`src/verilog/cosd_pkg.sv`:
```
/*
 * cosd_pkg: constants for the command-only subcommand decoder.
 * Assumes a 10 MHz core clock; every cycle count is derived from it here.
 */
`default_nettype none
package cosd_pkg;

	localparam int unsigned CODE_W     = 16;
	localparam int unsigned PIN_COUNT  = 6;
	localparam int unsigned COMM_W     = 8;
	localparam int unsigned ACTIVE_W   = 8;
	localparam int unsigned SEC_W      = 2;
	localparam int unsigned CNT_W      = 32;

	// subcommand codes
	localparam logic [15:0] CODE_RECOVER_OVERCURRENT = 16'h009b;
	localparam logic [15:0] CODE_RECOVER_SHORT       = 16'h009c;
	localparam logic [15:0] CODE_LOAD_SENSE_RESTART  = 16'h009d;
	localparam logic [15:0] CODE_LOAD_SENSE_ON       = 16'h009e;
	localparam logic [15:0] CODE_LOAD_SENSE_OFF      = 16'h009f;
	localparam logic [15:0] CODE_FORCED_WORD_ONE     = 16'h2857;
	localparam logic [15:0] CODE_FORCED_WORD_TWO     = 16'h29a3;
	localparam logic [15:0] CODE_SWAP_STORED         = 16'h29bc;
	localparam logic [15:0] CODE_SWITCH_TWO_WIRE     = 16'h29e7;
	localparam logic [15:0] CODE_SWITCH_FOUR_WIRE    = 16'h7c35;
	localparam logic [15:0] CODE_SWITCH_SINGLE_WIRE  = 16'h7c40;

	// pin order: charge-off in, discharge-off in, alert, link, charge drv, discharge drv
	localparam logic [15:0] PIN_LOW_CODE [PIN_COUNT] = '{
		16'h2800, 16'h2801, 16'h2802, 16'h2806, 16'h2807, 16'h2808};
	localparam logic [15:0] PIN_HIGH_CODE [PIN_COUNT] = '{
		16'h2810, 16'h2811, 16'h2812, 16'h2816, 16'h2817, 16'h2818};
	localparam int unsigned PIN_ALERT = 2;

	// security states; sealed is the most restricted
	localparam logic [1:0] SEC_SEALED      = 2'h0;
	localparam logic [1:0] SEC_UNSEALED    = 2'h1;
	localparam logic [1:0] SEC_FULL_ACCESS = 2'h2;

	// interface type values held in configuration memory
	localparam logic [7:0] COMM_TWO_WIRE_FAST = 8'h08;
	localparam logic [7:0] COMM_FOUR_WIRE_CRC = 8'h10;
	localparam logic [7:0] COMM_SINGLE_WIRE   = 8'h03;
	localparam logic [7:0] COMM_RESET_VALUE   = COMM_TWO_WIRE_FAST;

	// timing
	localparam int unsigned CLK_KHZ              = 10000;
	localparam int unsigned SAFETY_PERIOD_MS     = 1000;
	localparam int unsigned FORCED_WINDOW_MS     = 4000;
	localparam int unsigned SAFETY_PERIOD_CYCLES = SAFETY_PERIOD_MS * CLK_KHZ;
	localparam int unsigned FORCED_WINDOW_CYCLES = FORCED_WINDOW_MS * CLK_KHZ;
	localparam int unsigned LOAD_SENSE_PASSES    = 8;

	typedef enum logic [0:0] {COSD_PF_IDLE, COSD_PF_ARMED} cosd_pf_state_t;

endpackage
`default_nettype wire

```
`src/verilog/cosd_decoder.sv`:
```
/*
 * cosd_decoder: acts on 16-bit command-only subcommand codes.
 * Assumes every input comes from logic on mclk_in (the subcommand transport,
 * safety engine and configuration store), so no synchronisers are needed.
 */
// Functional notes
// - code 0x009b clears the discharge overcurrent latch at the next one-second safety pass.
// - code 0x009c clears the discharge short-circuit latch at the next safety pass.
// - code 0x009d restarts the load-sense source timeout only if that timeout has expired.
// - codes 0x009e and 0x009f force the load-sense source on or off unless active time is set.
// - codes 0x2800-0x2808 drive the six general-output pins low where configured as outputs.
// - codes 0x2810-0x2818 drive the same six pins high where configured as outputs.
// - forced failure happens only on 0x2857 then 0x29a3 within 4 s with no write between.
// - code 0x29bc switches the active interface to the type held in configuration memory.
// - code 0x29e7 stores type 8 and switches to fast two-wire at once.
// - code 0x7c35 stores type 16 and switches to four-wire with check at once.
// - code 0x7c40 stores type 3 and switches to the single-wire link at once.
// - interface codes are refused while sealed; all other codes work in any state.
`timescale 1ns/1ps
`default_nettype none
module cosd_decoder
	import cosd_pkg::*;
#(
	parameter int unsigned SAFETY_CYCLES = cosd_pkg::SAFETY_PERIOD_CYCLES,
	parameter int unsigned WINDOW_CYCLES = cosd_pkg::FORCED_WINDOW_CYCLES,
	parameter int unsigned LS_PASSES     = cosd_pkg::LOAD_SENSE_PASSES
) (
	input  wire logic                          mclk_in,
	input  wire logic                          rstn_in,
	input  wire logic                          cmd_valid_in,
	input  wire logic [cosd_pkg::CODE_W-1:0]   cmd_code_in,
	input  wire logic                          other_write_in,
	input  wire logic [cosd_pkg::SEC_W-1:0]    security_state_in,
	input  wire logic                          overcurrent_set_in,
	input  wire logic                          short_set_in,
	input  wire logic [cosd_pkg::ACTIVE_W-1:0] load_sense_active_time_in,
	input  wire logic [cosd_pkg::PIN_COUNT-1:0] pin_is_output_in,
	input  wire logic [cosd_pkg::COMM_W-1:0]   comm_type_cfg_in,
	output logic                               cmd_done_out,
	output logic                               cmd_reject_out,
	output logic                               safety_pass_out,
	output logic                               dsg_overcurrent_latch_out,
	output logic                               dsg_short_latch_out,
	output logic                               load_sense_pin_out,
	output logic                               load_sense_expired_out,
	output logic [cosd_pkg::PIN_COUNT-1:0]     pin_level_out,
	output logic [cosd_pkg::PIN_COUNT-1:0]     pin_drive_out,
	output logic                               permanent_failure_out,
	output logic [cosd_pkg::COMM_W-1:0]        comm_type_out,
	output logic                               cfg_write_out,
	output logic [cosd_pkg::COMM_W-1:0]        cfg_write_data_out
);
	import cosd_pkg::*;

	////////////////////////////////////////////////////////////////////////////
	// decode
	logic                 sealed;
	logic                 autonomous;
	logic                 is_rec_oc, is_rec_sc, is_ls_restart, is_ls_on, is_ls_off;
	logic                 is_word_one, is_word_two, is_swap, is_swap_two, is_swap_four;
	logic                 is_swap_single, swap_code, known;
	logic [PIN_COUNT-1:0] is_low, is_high;
	always_comb begin
		sealed         = (security_state_in == SEC_SEALED);
		autonomous     = (load_sense_active_time_in != '0);
		is_rec_oc      = cmd_valid_in && (cmd_code_in == CODE_RECOVER_OVERCURRENT);
		is_rec_sc      = cmd_valid_in && (cmd_code_in == CODE_RECOVER_SHORT);
		is_ls_restart  = cmd_valid_in && (cmd_code_in == CODE_LOAD_SENSE_RESTART);
		is_ls_on       = cmd_valid_in && (cmd_code_in == CODE_LOAD_SENSE_ON);
		is_ls_off      = cmd_valid_in && (cmd_code_in == CODE_LOAD_SENSE_OFF);
		is_word_one    = cmd_valid_in && (cmd_code_in == CODE_FORCED_WORD_ONE);
		is_word_two    = cmd_valid_in && (cmd_code_in == CODE_FORCED_WORD_TWO);
		is_swap        = cmd_valid_in && (cmd_code_in == CODE_SWAP_STORED);
		is_swap_two    = cmd_valid_in && (cmd_code_in == CODE_SWITCH_TWO_WIRE);
		is_swap_four   = cmd_valid_in && (cmd_code_in == CODE_SWITCH_FOUR_WIRE);
		is_swap_single = cmd_valid_in && (cmd_code_in == CODE_SWITCH_SINGLE_WIRE);
		for (int i = 0; i < PIN_COUNT; i++) begin
			is_low[i]  = cmd_valid_in && (cmd_code_in == PIN_LOW_CODE[i]);
			is_high[i] = cmd_valid_in && (cmd_code_in == PIN_HIGH_CODE[i]);
		end
		swap_code = is_swap || is_swap_two || is_swap_four || is_swap_single;
		known     = is_rec_oc || is_rec_sc || is_ls_restart || is_ls_on || is_ls_off ||
			is_word_one || is_word_two || swap_code || (|is_low) || (|is_high);
	end

	////////////////////////////////////////////////////////////////////////////
	// safety pass timebase and fault latches
	logic [CNT_W-1:0] tick_cnt, next_tick_cnt;
	logic             next_safety_pass;
	logic             oc_pending, next_oc_pending, sc_pending, next_sc_pending;
	logic             next_oc_latch, next_sc_latch;
	always_comb begin
		next_tick_cnt    = tick_cnt + 1'b1;
		next_safety_pass = 1'b0;
		if (tick_cnt == CNT_W'(SAFETY_CYCLES - 1)) begin
			next_tick_cnt    = '0;
			next_safety_pass = 1'b1;
		end
		next_oc_pending = oc_pending || is_rec_oc;
		next_sc_pending = sc_pending || is_rec_sc;
		next_oc_latch   = dsg_overcurrent_latch_out;
		next_sc_latch   = dsg_short_latch_out;
		if (safety_pass_out) begin
			if (oc_pending) begin
				next_oc_latch   = 1'b0;
				next_oc_pending = is_rec_oc;
			end
			if (sc_pending) begin
				next_sc_latch   = 1'b0;
				next_sc_pending = is_rec_sc;
			end
		end
		// a fresh fault wins over recovery
		next_oc_latch = next_oc_latch || overcurrent_set_in;
		next_sc_latch = next_sc_latch || short_set_in;
	end
	always_ff @(posedge mclk_in or negedge rstn_in) begin
		if (!rstn_in) begin
			tick_cnt                  <= '0;
			safety_pass_out           <= 1'b0;
			oc_pending                <= 1'b0;
			sc_pending                <= 1'b0;
			dsg_overcurrent_latch_out <= 1'b0;
			dsg_short_latch_out       <= 1'b0;
		end else begin
			tick_cnt                  <= next_tick_cnt;
			safety_pass_out           <= next_safety_pass;
			oc_pending                <= next_oc_pending;
			sc_pending                <= next_sc_pending;
			dsg_overcurrent_latch_out <= next_oc_latch;
			dsg_short_latch_out       <= next_sc_latch;
		end
	end

	////////////////////////////////////////////////////////////////////////////
	// load-sense current source, timed out after LS_PASSES safety passes
	logic [ACTIVE_W-1:0] ls_cnt, next_ls_cnt;
	logic                next_ls_on, next_ls_expired;
	always_comb begin
		next_ls_cnt     = ls_cnt;
		next_ls_on      = load_sense_pin_out;
		next_ls_expired = load_sense_expired_out;
		if (load_sense_pin_out && safety_pass_out) begin
			if (ls_cnt == '0) begin
				next_ls_on      = 1'b0;
				next_ls_expired = 1'b1;
			end else begin
				next_ls_cnt = ls_cnt - 1'b1;
			end
		end
		if ((is_ls_restart && load_sense_expired_out) ||
				(is_ls_on && !autonomous)) begin
			next_ls_on      = 1'b1;
			next_ls_expired = 1'b0;
			next_ls_cnt     = ACTIVE_W'(LS_PASSES - 1);
		end
		if (is_ls_off && !autonomous)
			next_ls_on = 1'b0;
	end
	always_ff @(posedge mclk_in or negedge rstn_in) begin
		if (!rstn_in) begin
			ls_cnt                 <= '0;
			load_sense_pin_out     <= 1'b0;
			load_sense_expired_out <= 1'b0;
		end else begin
			ls_cnt                 <= next_ls_cnt;
			load_sense_pin_out     <= next_ls_on;
			load_sense_expired_out <= next_ls_expired;
		end
	end

	////////////////////////////////////////////////////////////////////////////
	// general-output pins
	logic [PIN_COUNT-1:0] next_pin_level;
	always_comb begin
		next_pin_level = pin_level_out;
		for (int i = 0; i < PIN_COUNT; i++) begin
			if (is_low[i] && pin_is_output_in[i])
				next_pin_level[i] = 1'b0;
			if (is_high[i] && pin_is_output_in[i])
				next_pin_level[i] = 1'b1;
		end
	end
	always_ff @(posedge mclk_in or negedge rstn_in) begin
		if (!rstn_in) begin
			pin_level_out <= '0;
			pin_drive_out <= '0;
		end else begin
			pin_level_out <= next_pin_level;
			pin_drive_out <= pin_is_output_in;
		end
	end

	////////////////////////////////////////////////////////////////////////////
	// two-word forced failure
	cosd_pf_state_t   pf_state, next_pf_state;
	logic [CNT_W-1:0] pf_cnt, next_pf_cnt;
	logic             next_pf;
	always_comb begin
		next_pf_state = pf_state;
		next_pf_cnt   = pf_cnt;
		next_pf       = permanent_failure_out;
		case (pf_state)
			COSD_PF_IDLE: begin
				if (is_word_one) begin
					next_pf_state = COSD_PF_ARMED;
					next_pf_cnt   = CNT_W'(WINDOW_CYCLES - 1);
				end
			end
			COSD_PF_ARMED: begin
				next_pf_cnt = pf_cnt - 1'b1;
				if (is_word_two && !other_write_in) begin
					next_pf       = 1'b1;
					next_pf_state = COSD_PF_IDLE;
				end else if (is_word_one) begin
					next_pf_cnt = CNT_W'(WINDOW_CYCLES - 1);
				end else if (cmd_valid_in || other_write_in || pf_cnt == '0) begin
					next_pf_state = COSD_PF_IDLE;
				end
			end
			default: next_pf_state = COSD_PF_IDLE;
		endcase
	end
	always_ff @(posedge mclk_in or negedge rstn_in) begin
		if (!rstn_in) begin
			pf_state              <= COSD_PF_IDLE;
			pf_cnt                <= '0;
			permanent_failure_out <= 1'b0;
		end else begin
			pf_state              <= next_pf_state;
			pf_cnt                <= next_pf_cnt;
			permanent_failure_out <= next_pf;
		end
	end

	////////////////////////////////////////////////////////////////////////////
	// host interface selection and command answer
	logic              comm_loaded;
	logic [COMM_W-1:0] next_comm, next_cfg_data;
	logic              next_cfg_write, next_done, next_reject;
	always_comb begin
		next_comm      = comm_type_out;
		next_cfg_write = 1'b0;
		next_cfg_data  = cfg_write_data_out;
		if (!comm_loaded)
			next_comm = comm_type_cfg_in;
		if (!sealed) begin
			if (is_swap)
				next_comm = comm_type_cfg_in;
			if (is_swap_two)
				next_cfg_data = COMM_TWO_WIRE_FAST;
			if (is_swap_four)
				next_cfg_data = COMM_FOUR_WIRE_CRC;
			if (is_swap_single)
				next_cfg_data = COMM_SINGLE_WIRE;
			if (is_swap_two || is_swap_four || is_swap_single) begin
				next_comm      = next_cfg_data;
				next_cfg_write = 1'b1;
			end
		end
		next_reject = cmd_valid_in && (!known || (swap_code && sealed));
		next_done   = cmd_valid_in && !next_reject;
	end
	always_ff @(posedge mclk_in or negedge rstn_in) begin
		if (!rstn_in) begin
			comm_loaded        <= 1'b0;
			comm_type_out      <= COMM_RESET_VALUE;
			cfg_write_out      <= 1'b0;
			cfg_write_data_out <= COMM_RESET_VALUE;
			cmd_done_out       <= 1'b0;
			cmd_reject_out     <= 1'b0;
		end else begin
			comm_loaded        <= 1'b1;
			comm_type_out      <= next_comm;
			cfg_write_out      <= next_cfg_write;
			cfg_write_data_out <= next_cfg_data;
			cmd_done_out       <= next_done;
			cmd_reject_out     <= next_reject;
		end
	end
endmodule
`default_nettype wire

```
`config.mk`:
```
export PLATFORM = sky130hd
export DESIGN_NAME = cosd_decoder
export DESIGN_NICKNAME = d
export VERILOG_FILES = /design/src/verilog/cosd_pkg.sv /design/src/verilog/cosd_decoder.sv
export SDC_FILE = /design/constraint.sdc
export NUM_CORES = 1
export LEC_CHECK = 0
export ABC_AREA = 1
export BUFFER_PORTS_ARGS = -buffer_cell sky130_fd_sc_hd__clkbuf_2
export CAP_MARGIN = 20
export CORE_MARGIN = 2
export CORE_UTILIZATION = 45
export DETAILED_ROUTE_END_ITERATION = 8
export GPL_ROUTABILITY_DRIVEN = 0
export PLACE_DENSITY = 0.71
export SLEW_MARGIN = 20
export SYNTH_ARGS = -nofsm -noshare
export SYNTH_HDL_FRONTEND = slang
export SYNTH_SLANG_ARGS = --single-unit
export TNS_END_PERCENT = 30
```
`constraint.sdc`:
```
create_clock -name mclk_in -period 2.9 [get_ports mclk_in]
set_input_delay 0.725 -clock mclk_in [delete_from_list [all_inputs] [get_ports mclk_in]]
set_output_delay 0.725 -clock mclk_in [all_outputs]
set_load 0.005 [all_outputs]
```
# After elaboration in Yosys (flattened, before gate mapping)
# Cells that the tools add are included.
# totals
word_cells,194
mem_bits_ro,0
in_bits,46
reg_bits,113
out_inout_bits,37
latch_bits,0
n_memories,0
mem_bits_rw,0
# classes
n_reduce_logical,89
n_addsub,3
div,0
n_mul,0
eq_ne,26
mux,50
bitwise_logic,1
n_shift,0
order_cmp,0
# ops
cell,count
$eq 16x14->1 const B,16
$mux 32,4
$eq 16x8->1 const B,5
$mux 8,10
$pmux 32 s2,1
$logic_and 1x1->1,43
$mux 1,34
$add 32x1->32 const B,1
$eq 16x15->1 const B,2
$eq 32x24->1 const B,1
$logic_not 32->1,1
$sub 32x1->32 const B,1
$logic_or 1x1->1,22
$reduce_bool 2->1,8
$reduce_or 6->1,2
$logic_not 8->1,1
$reduce_and 2->1,4
$reduce_bool 8->1,1
$sub 8x1->8 const B,1
$reduce_bool 3->1,2
$logic_not 1->1,4
$logic_not 2->1,1
$ne 2x1->1 const B,1
$ne 2x2->1 const B,1
2 further kinds,2

# Logic depth before layout (Yosys ltp)
# logic_depth
word_depth,16
mapped_depth,13
depth_no_buf,13

# Worst setup path before layout
# Ideal clock, no wire load.
# synth_timing
path_type,input to register
startpoint,input cmd_code_in[9] (netlist bit)
endpoint,register ls_cnt[0]
t_arrival_ps,1882
path_stages,10
setup_ps,74
n_path_buf,1
slack_ps,944
required_ps,2826
cell_sequence,nor2_2 -> nand2_1 -> nor2_2 -> nand3_1 -> o21ai_4 -> inv_2 -> o21ai_2 -> buf_6 -> o21ai_1 -> o21ai_2
# synth_between
elab_chain_cells,6
elab_cells_between_ends,11
classes_between,eq/ne (3); mux (1); reduce/logical (7)
# synth_rtl
element,line,text
from (decl),cosd_decoder.sv:31,"input wire logic [cosd_pkg::CODE_W-1:0] cmd_code_in,"
"$eq 16x8->1, on equally long branches","cosd_decoder.sv:68, cosd_decoder.sv:69",
"$logic_and 1x1->1, on equally long branches","cosd_decoder.sv:68, cosd_decoder.sv:69",
"$logic_and 1x1->1, on equally long branches","cosd_decoder.sv:151, cosd_decoder.sv:152",
$logic_or 1x1->1 *,cosd_decoder.sv:151,if ((is_ls_restart && load_sense_expired_out) ||
$ne 2x1->1 (no line) / $reduce_bool 2->1 (equally long branches),n/a,
$reduce_and 2->1 (no line),n/a,
to (signal assigned),cosd_decoder.sv:166,ls_cnt <= next_ls_cnt;
to (decl),cosd_decoder.sv:137,"logic [ACTIVE_W-1:0] ls_cnt, next_ls_cnt;"
# Every way passes the cells marked *; elsewhere a longest branch is shown, timed or not.
# A chain may end at the register's enable or synchronous reset.

# Worst setup path in the final report
# layout_timing
startpoint,register pf_cnt[0]
endpoint,register pf_cnt[30]
# layout_between
elab_chain_cells,4
# layout_rtl
element,line,text
from (decl),cosd_decoder.sv:197,"logic [CNT_W-1:0] pf_cnt, next_pf_cnt;"
from (signal assigned),cosd_decoder.sv:231,pf_cnt <= next_pf_cnt;
$sub 32x1->32 *,cosd_decoder.sv:211,next_pf_cnt = pf_cnt - 1'b1;
$mux 32,cosd_decoder.sv:215,end else if (is_word_one) begin
$mux 32 *,cosd_decoder.sv:212,if (is_word_two && !other_write_in) begin
$pmux 32 s2 *,cosd_decoder.sv:203,case (pf_state)
# Marks and branches as above.

==> reports/results.tsv <==
stage	metric	value	unit
timing	period_share	0.785	
timing	setup-tns-final	0	ns
timing	rsz0062_at_grt	no	
yosys	synth_compound_gate_area_share	0.0767	
yosys	yosys_register_bits	113	
timing	maxSlewViolCount	0	
power_and_ir_drop	clkPwrFrac	0.526	
timing	relSlewSlack	0.624	
flow_run	drv_cap	0	
floorplan	io_pins	83	
setup_path	start_kind	flop	
clock_tree	cts_made_buffers	17	
routing	drt_iter0_drc	461	
routing	drc	0	
power_and_ir_drop	peakVddDrop	423	µV
power_and_ir_drop	total_power	3760	µW
power_and_ir_drop	power_switching	892	µW
power_and_ir_drop	pwr_density_cell	477	nW/µm²
layout	nets	1059	
yosys	synthArstFlopShare	1.00	
clock_tree	tritoncts	built	
clock_tree	cts_sinks	113	
layout	drive_gt1_frac	0.160	
power_and_ir_drop	p_sw_frac	0.238	
clock_tree	htreeDepth	4	
grt	grt_max_degree	43	
layout	num-fill-cells	1362	
timing	fin_skew	0.0104	ns
placement	dp_hpwl	12400	µm
yosys	synth_ff_type	dfrtp_1	
setup_path	cpMostUsedCell	nor2_1	
setup_path	slowest_stage	dfrtp_1	
setup_path	path_max_fanout	6	
yosys	synth-simple-area-share	0.338	
routing	vias	6157	
yosys	synth_xor_xnor_area_share	0.0554	
timing	tightest_slew	0.558	ns
setup_path	crit_chain	inv_1, ha_1, nand3_1, nor2_1, nand2_1, nor2_1, nand2_1, nor2_1, xor2_1, o22ai_1	
power_and_ir_drop	sequentialPowerShare	0.427	
hold_path	hold_path_class	primary input to asynchronous set/reset pin	
setup_path	worstSetupEndpointType	flop	
layout	antenna_cells	0	
yosys	synth_fp_nets	958	
power_and_ir_drop	p_comb_frac	0.047	
floorplan	die_h	125	µm
grt	grt-ovfl-total	0	
yosys	synth_fa_ha_area_frac	0.00943	
layout	postLayoutCellArea	7880	µm²
timing	setup_viol	0	
floorplan	core	14500	µm²
timing	hold_viol	0	
setup_path	cp_data_arrival_time	2.55	ns
yosys	syn_inst	907	
yosys	synth_top_family_by_area	simple AND/OR/NAND/NOR gates	
timing	fin_crit	2.28	ns
routing	dr.pass1.iters	5	
floorplan	fp-row-count	44	
yosys	synth_edf_count	0	
grt	grt_pass1_vias	5943	
clock_tree	insertion_delay	0.42	ns
placement	place_area	7310	µm²
yosys	syn_area_per_cell	7.32	µm²
grt	grt_pass1_wl	27600	µm
setup_path	required	3.17	ns
clock_tree	ctsRootBufferMaster	clkbuf_16	
clock_tree	ctsResizeCount	0	
routing	via_per_inst	5.11	
setup_path	path_class	flop to flop	
yosys	ys_seq_area_frac	0.426	
placement	pre_cts_slack	0.337	ns
floorplan	die_area	15700	µm²
floorplan	initial_core_util	0.458	
timing	fin_ws	0.624	ns
routing	wirelength	16400	µm
layout	syn_to_final_growth	18.8	%
yosys	synth_area	6640	µm²
layout	utilization	0.544	
timing	fmax	439	MHz
clock_tree	postCtsHoldBufs	0	
yosys	synth.distinct_cells	43	
power_and_ir_drop	p_leak	0.00397	µW
floorplan	die_w	125	µm
placement	io_buffers	82	
clock_tree	cts.path.max_buffers	2	
routing	ant_nets	0	
clock_tree	path_clk_slew	0.06	ns
routing	wl_per_cell	13.6	µm
clock_tree	postCtsSetupRepairBufs	0	
run_status	status	complete, no violations	
grt	antenna_found_initial	0	
setup_path	cpPeakStageDelay	0.40	ns
yosys	muxShareOfSynthArea	0.00302	
power_and_ir_drop	internal_power	2870	µW
yosys	synthesis.yosys.warnings	0	
grt	grt_usage	0.216	
[cell type report]
class | count | area (µm²) | share of cell area
inverters | 145 | 544 | 0.0691
flip-flops and latches | 113 | 2830 | 0.359
clock buffers | 18 | 439 | 0.0557
well taps | 184 | 230 | 0.0292
multi-input cells | 641 | 3210 | 0.407
repair buffers | 90 | 498 | 0.0632
clock inverters | 14 | 131 | 0.0167
[flip-flops by register name, indices dropped and copies added (netlist names), 6 cells and up]
| name | count |
|---|---|
| pin_drive_out | 6 |
| cfg_write_data_out | 8 |
| ls_cnt | 8 |
| comm_type_out | 8 |
| tick_cnt | 32 |
| pin_level_out | 6 |
| pf_cnt | 32 |
[placed cells by master (no fill, tap or decap), types with 3 or more instances in the layout]
master,n
nand2_1,171
nor2_1,161
inv_1,136
dfrtp_1,111
clkbuf_2,81
nand3_1,69
o21ai_0,39
xor2_1,34
nand4_1,30
nor3_1,27
clkbuf_16,17
a21oi_1,16
nor4_1,12
nor2_2,11
o22ai_1,10
inv_2,9
xnor2_1,8
buf_4,7
ha_1,5
nand3b_1,4
o211ai_1,4
or2_2,4
o31ai_1,4
o21ai_1,4
clkinvlp_4,4
inv_6,4
o21ai_2,3
nor3_2,3
clkinv_4,3
[metal layers]
metal | routed length, µm | vias up | track usage | part of all wire
met4 | 383 | 0 | 0.0876 | 0.023
met5 | 0 | - | 0 | 0
met3 | 844 | 36 | 0.0531 | 0.051
met1 | 7560 | 2802 | 0.285 | 0.46
li1 | - | 3128 | - | -
met2 | 7620 | 191 | 0.343 | 0.46
[worst max-delay path, delay by kind of cell (launching register included)]
kind | cells | cell delay [ns]
buf+inv | 1 | 0.12
simple gates | 6 | 1.07
xor+xnor | 1 | 0.20
flops | 1 | 0.40
fa+ha+maj | 1 | 0.23
compound gates | 1 | 0.10
[power groups by stage]
stage               clock (µW)  combinational, µW  sequential [µW]
floorplan                    0               64.4             1630
global placement             0                176             1630
detailed placement           0                178             1630
CTS                       2020                179             1600
global route              2090                201             1610
finish                    1980                175             1600
[through the flow]
stage | hold WS (ns) | cells
2_1_floorplan | 0.429 | 907
3_3_place_gp | 0.455 | 1173
3_5_place_dp | 0.451 | 1173
4_1_cts | 0.325 | 1205
5_1_grt | 0.349 | 1205
6_report | 0.302 | 1205
[synth_stat cells (all sizes together) (4+ instances only)]
library cell,instances,area [µm²]
a21oi,16,80.1
buf,7,50.1
dfrtp,111,2780
ha,5,62.6
inv,145,544
nand2,174,666
nand3,71,365
nand3b,4,30.0
nand4,30,188
nor2,173,684
nor3,30,165
nor4,13,87.6
o211ai,4,30.0
o21ai,47,258
o22ai,10,62.6
o31ai,5,42.5
or2,4,25.0
xnor2,8,70.1
xor2,34,298
[cell families after synthesis]
group	Yosys count
other	1
adders and majority gates	5
and+or+nand+nor	504
buffers and inverters	153
AOI/OAI and AO/OA	87
xor gates and xnor gates	42
DFF	113
muxes	2
[path summary, 6_finish.rpt]
check | startpoint | to | slack [ns] | cells past startpoint
max in group asynchronous | rstn_in | cfg_write_data_out[3]$_DFFE_PN1N_ | 1.89 | 2
worst max register to register | pf_cnt[0]$_DFFE_PN0P_ | pf_cnt[30]$_DFFE_PN0P_ | 0.62 | 10
min in group mclk_in | pin_is_output_in[4] | pin_drive_out[4]$_DFF_PN0_ | 0.42 | 1
worst min-delay path | rstn_in | pf_cnt[15]$_DFFE_PN0P_ | 0.30 | 1
worst min register to register | cfg_write_data_out[3]$_DFFE_PN1N_ | cfg_write_data_out[3]$_DFFE_PN1N_ | 0.47 | 2
worst max-delay path | pf_cnt[0]$_DFFE_PN0P_ | pf_cnt[30]$_DFFE_PN0P_ | 0.62 | 10
No activity file was read; power rests on OpenSTA's default activity.
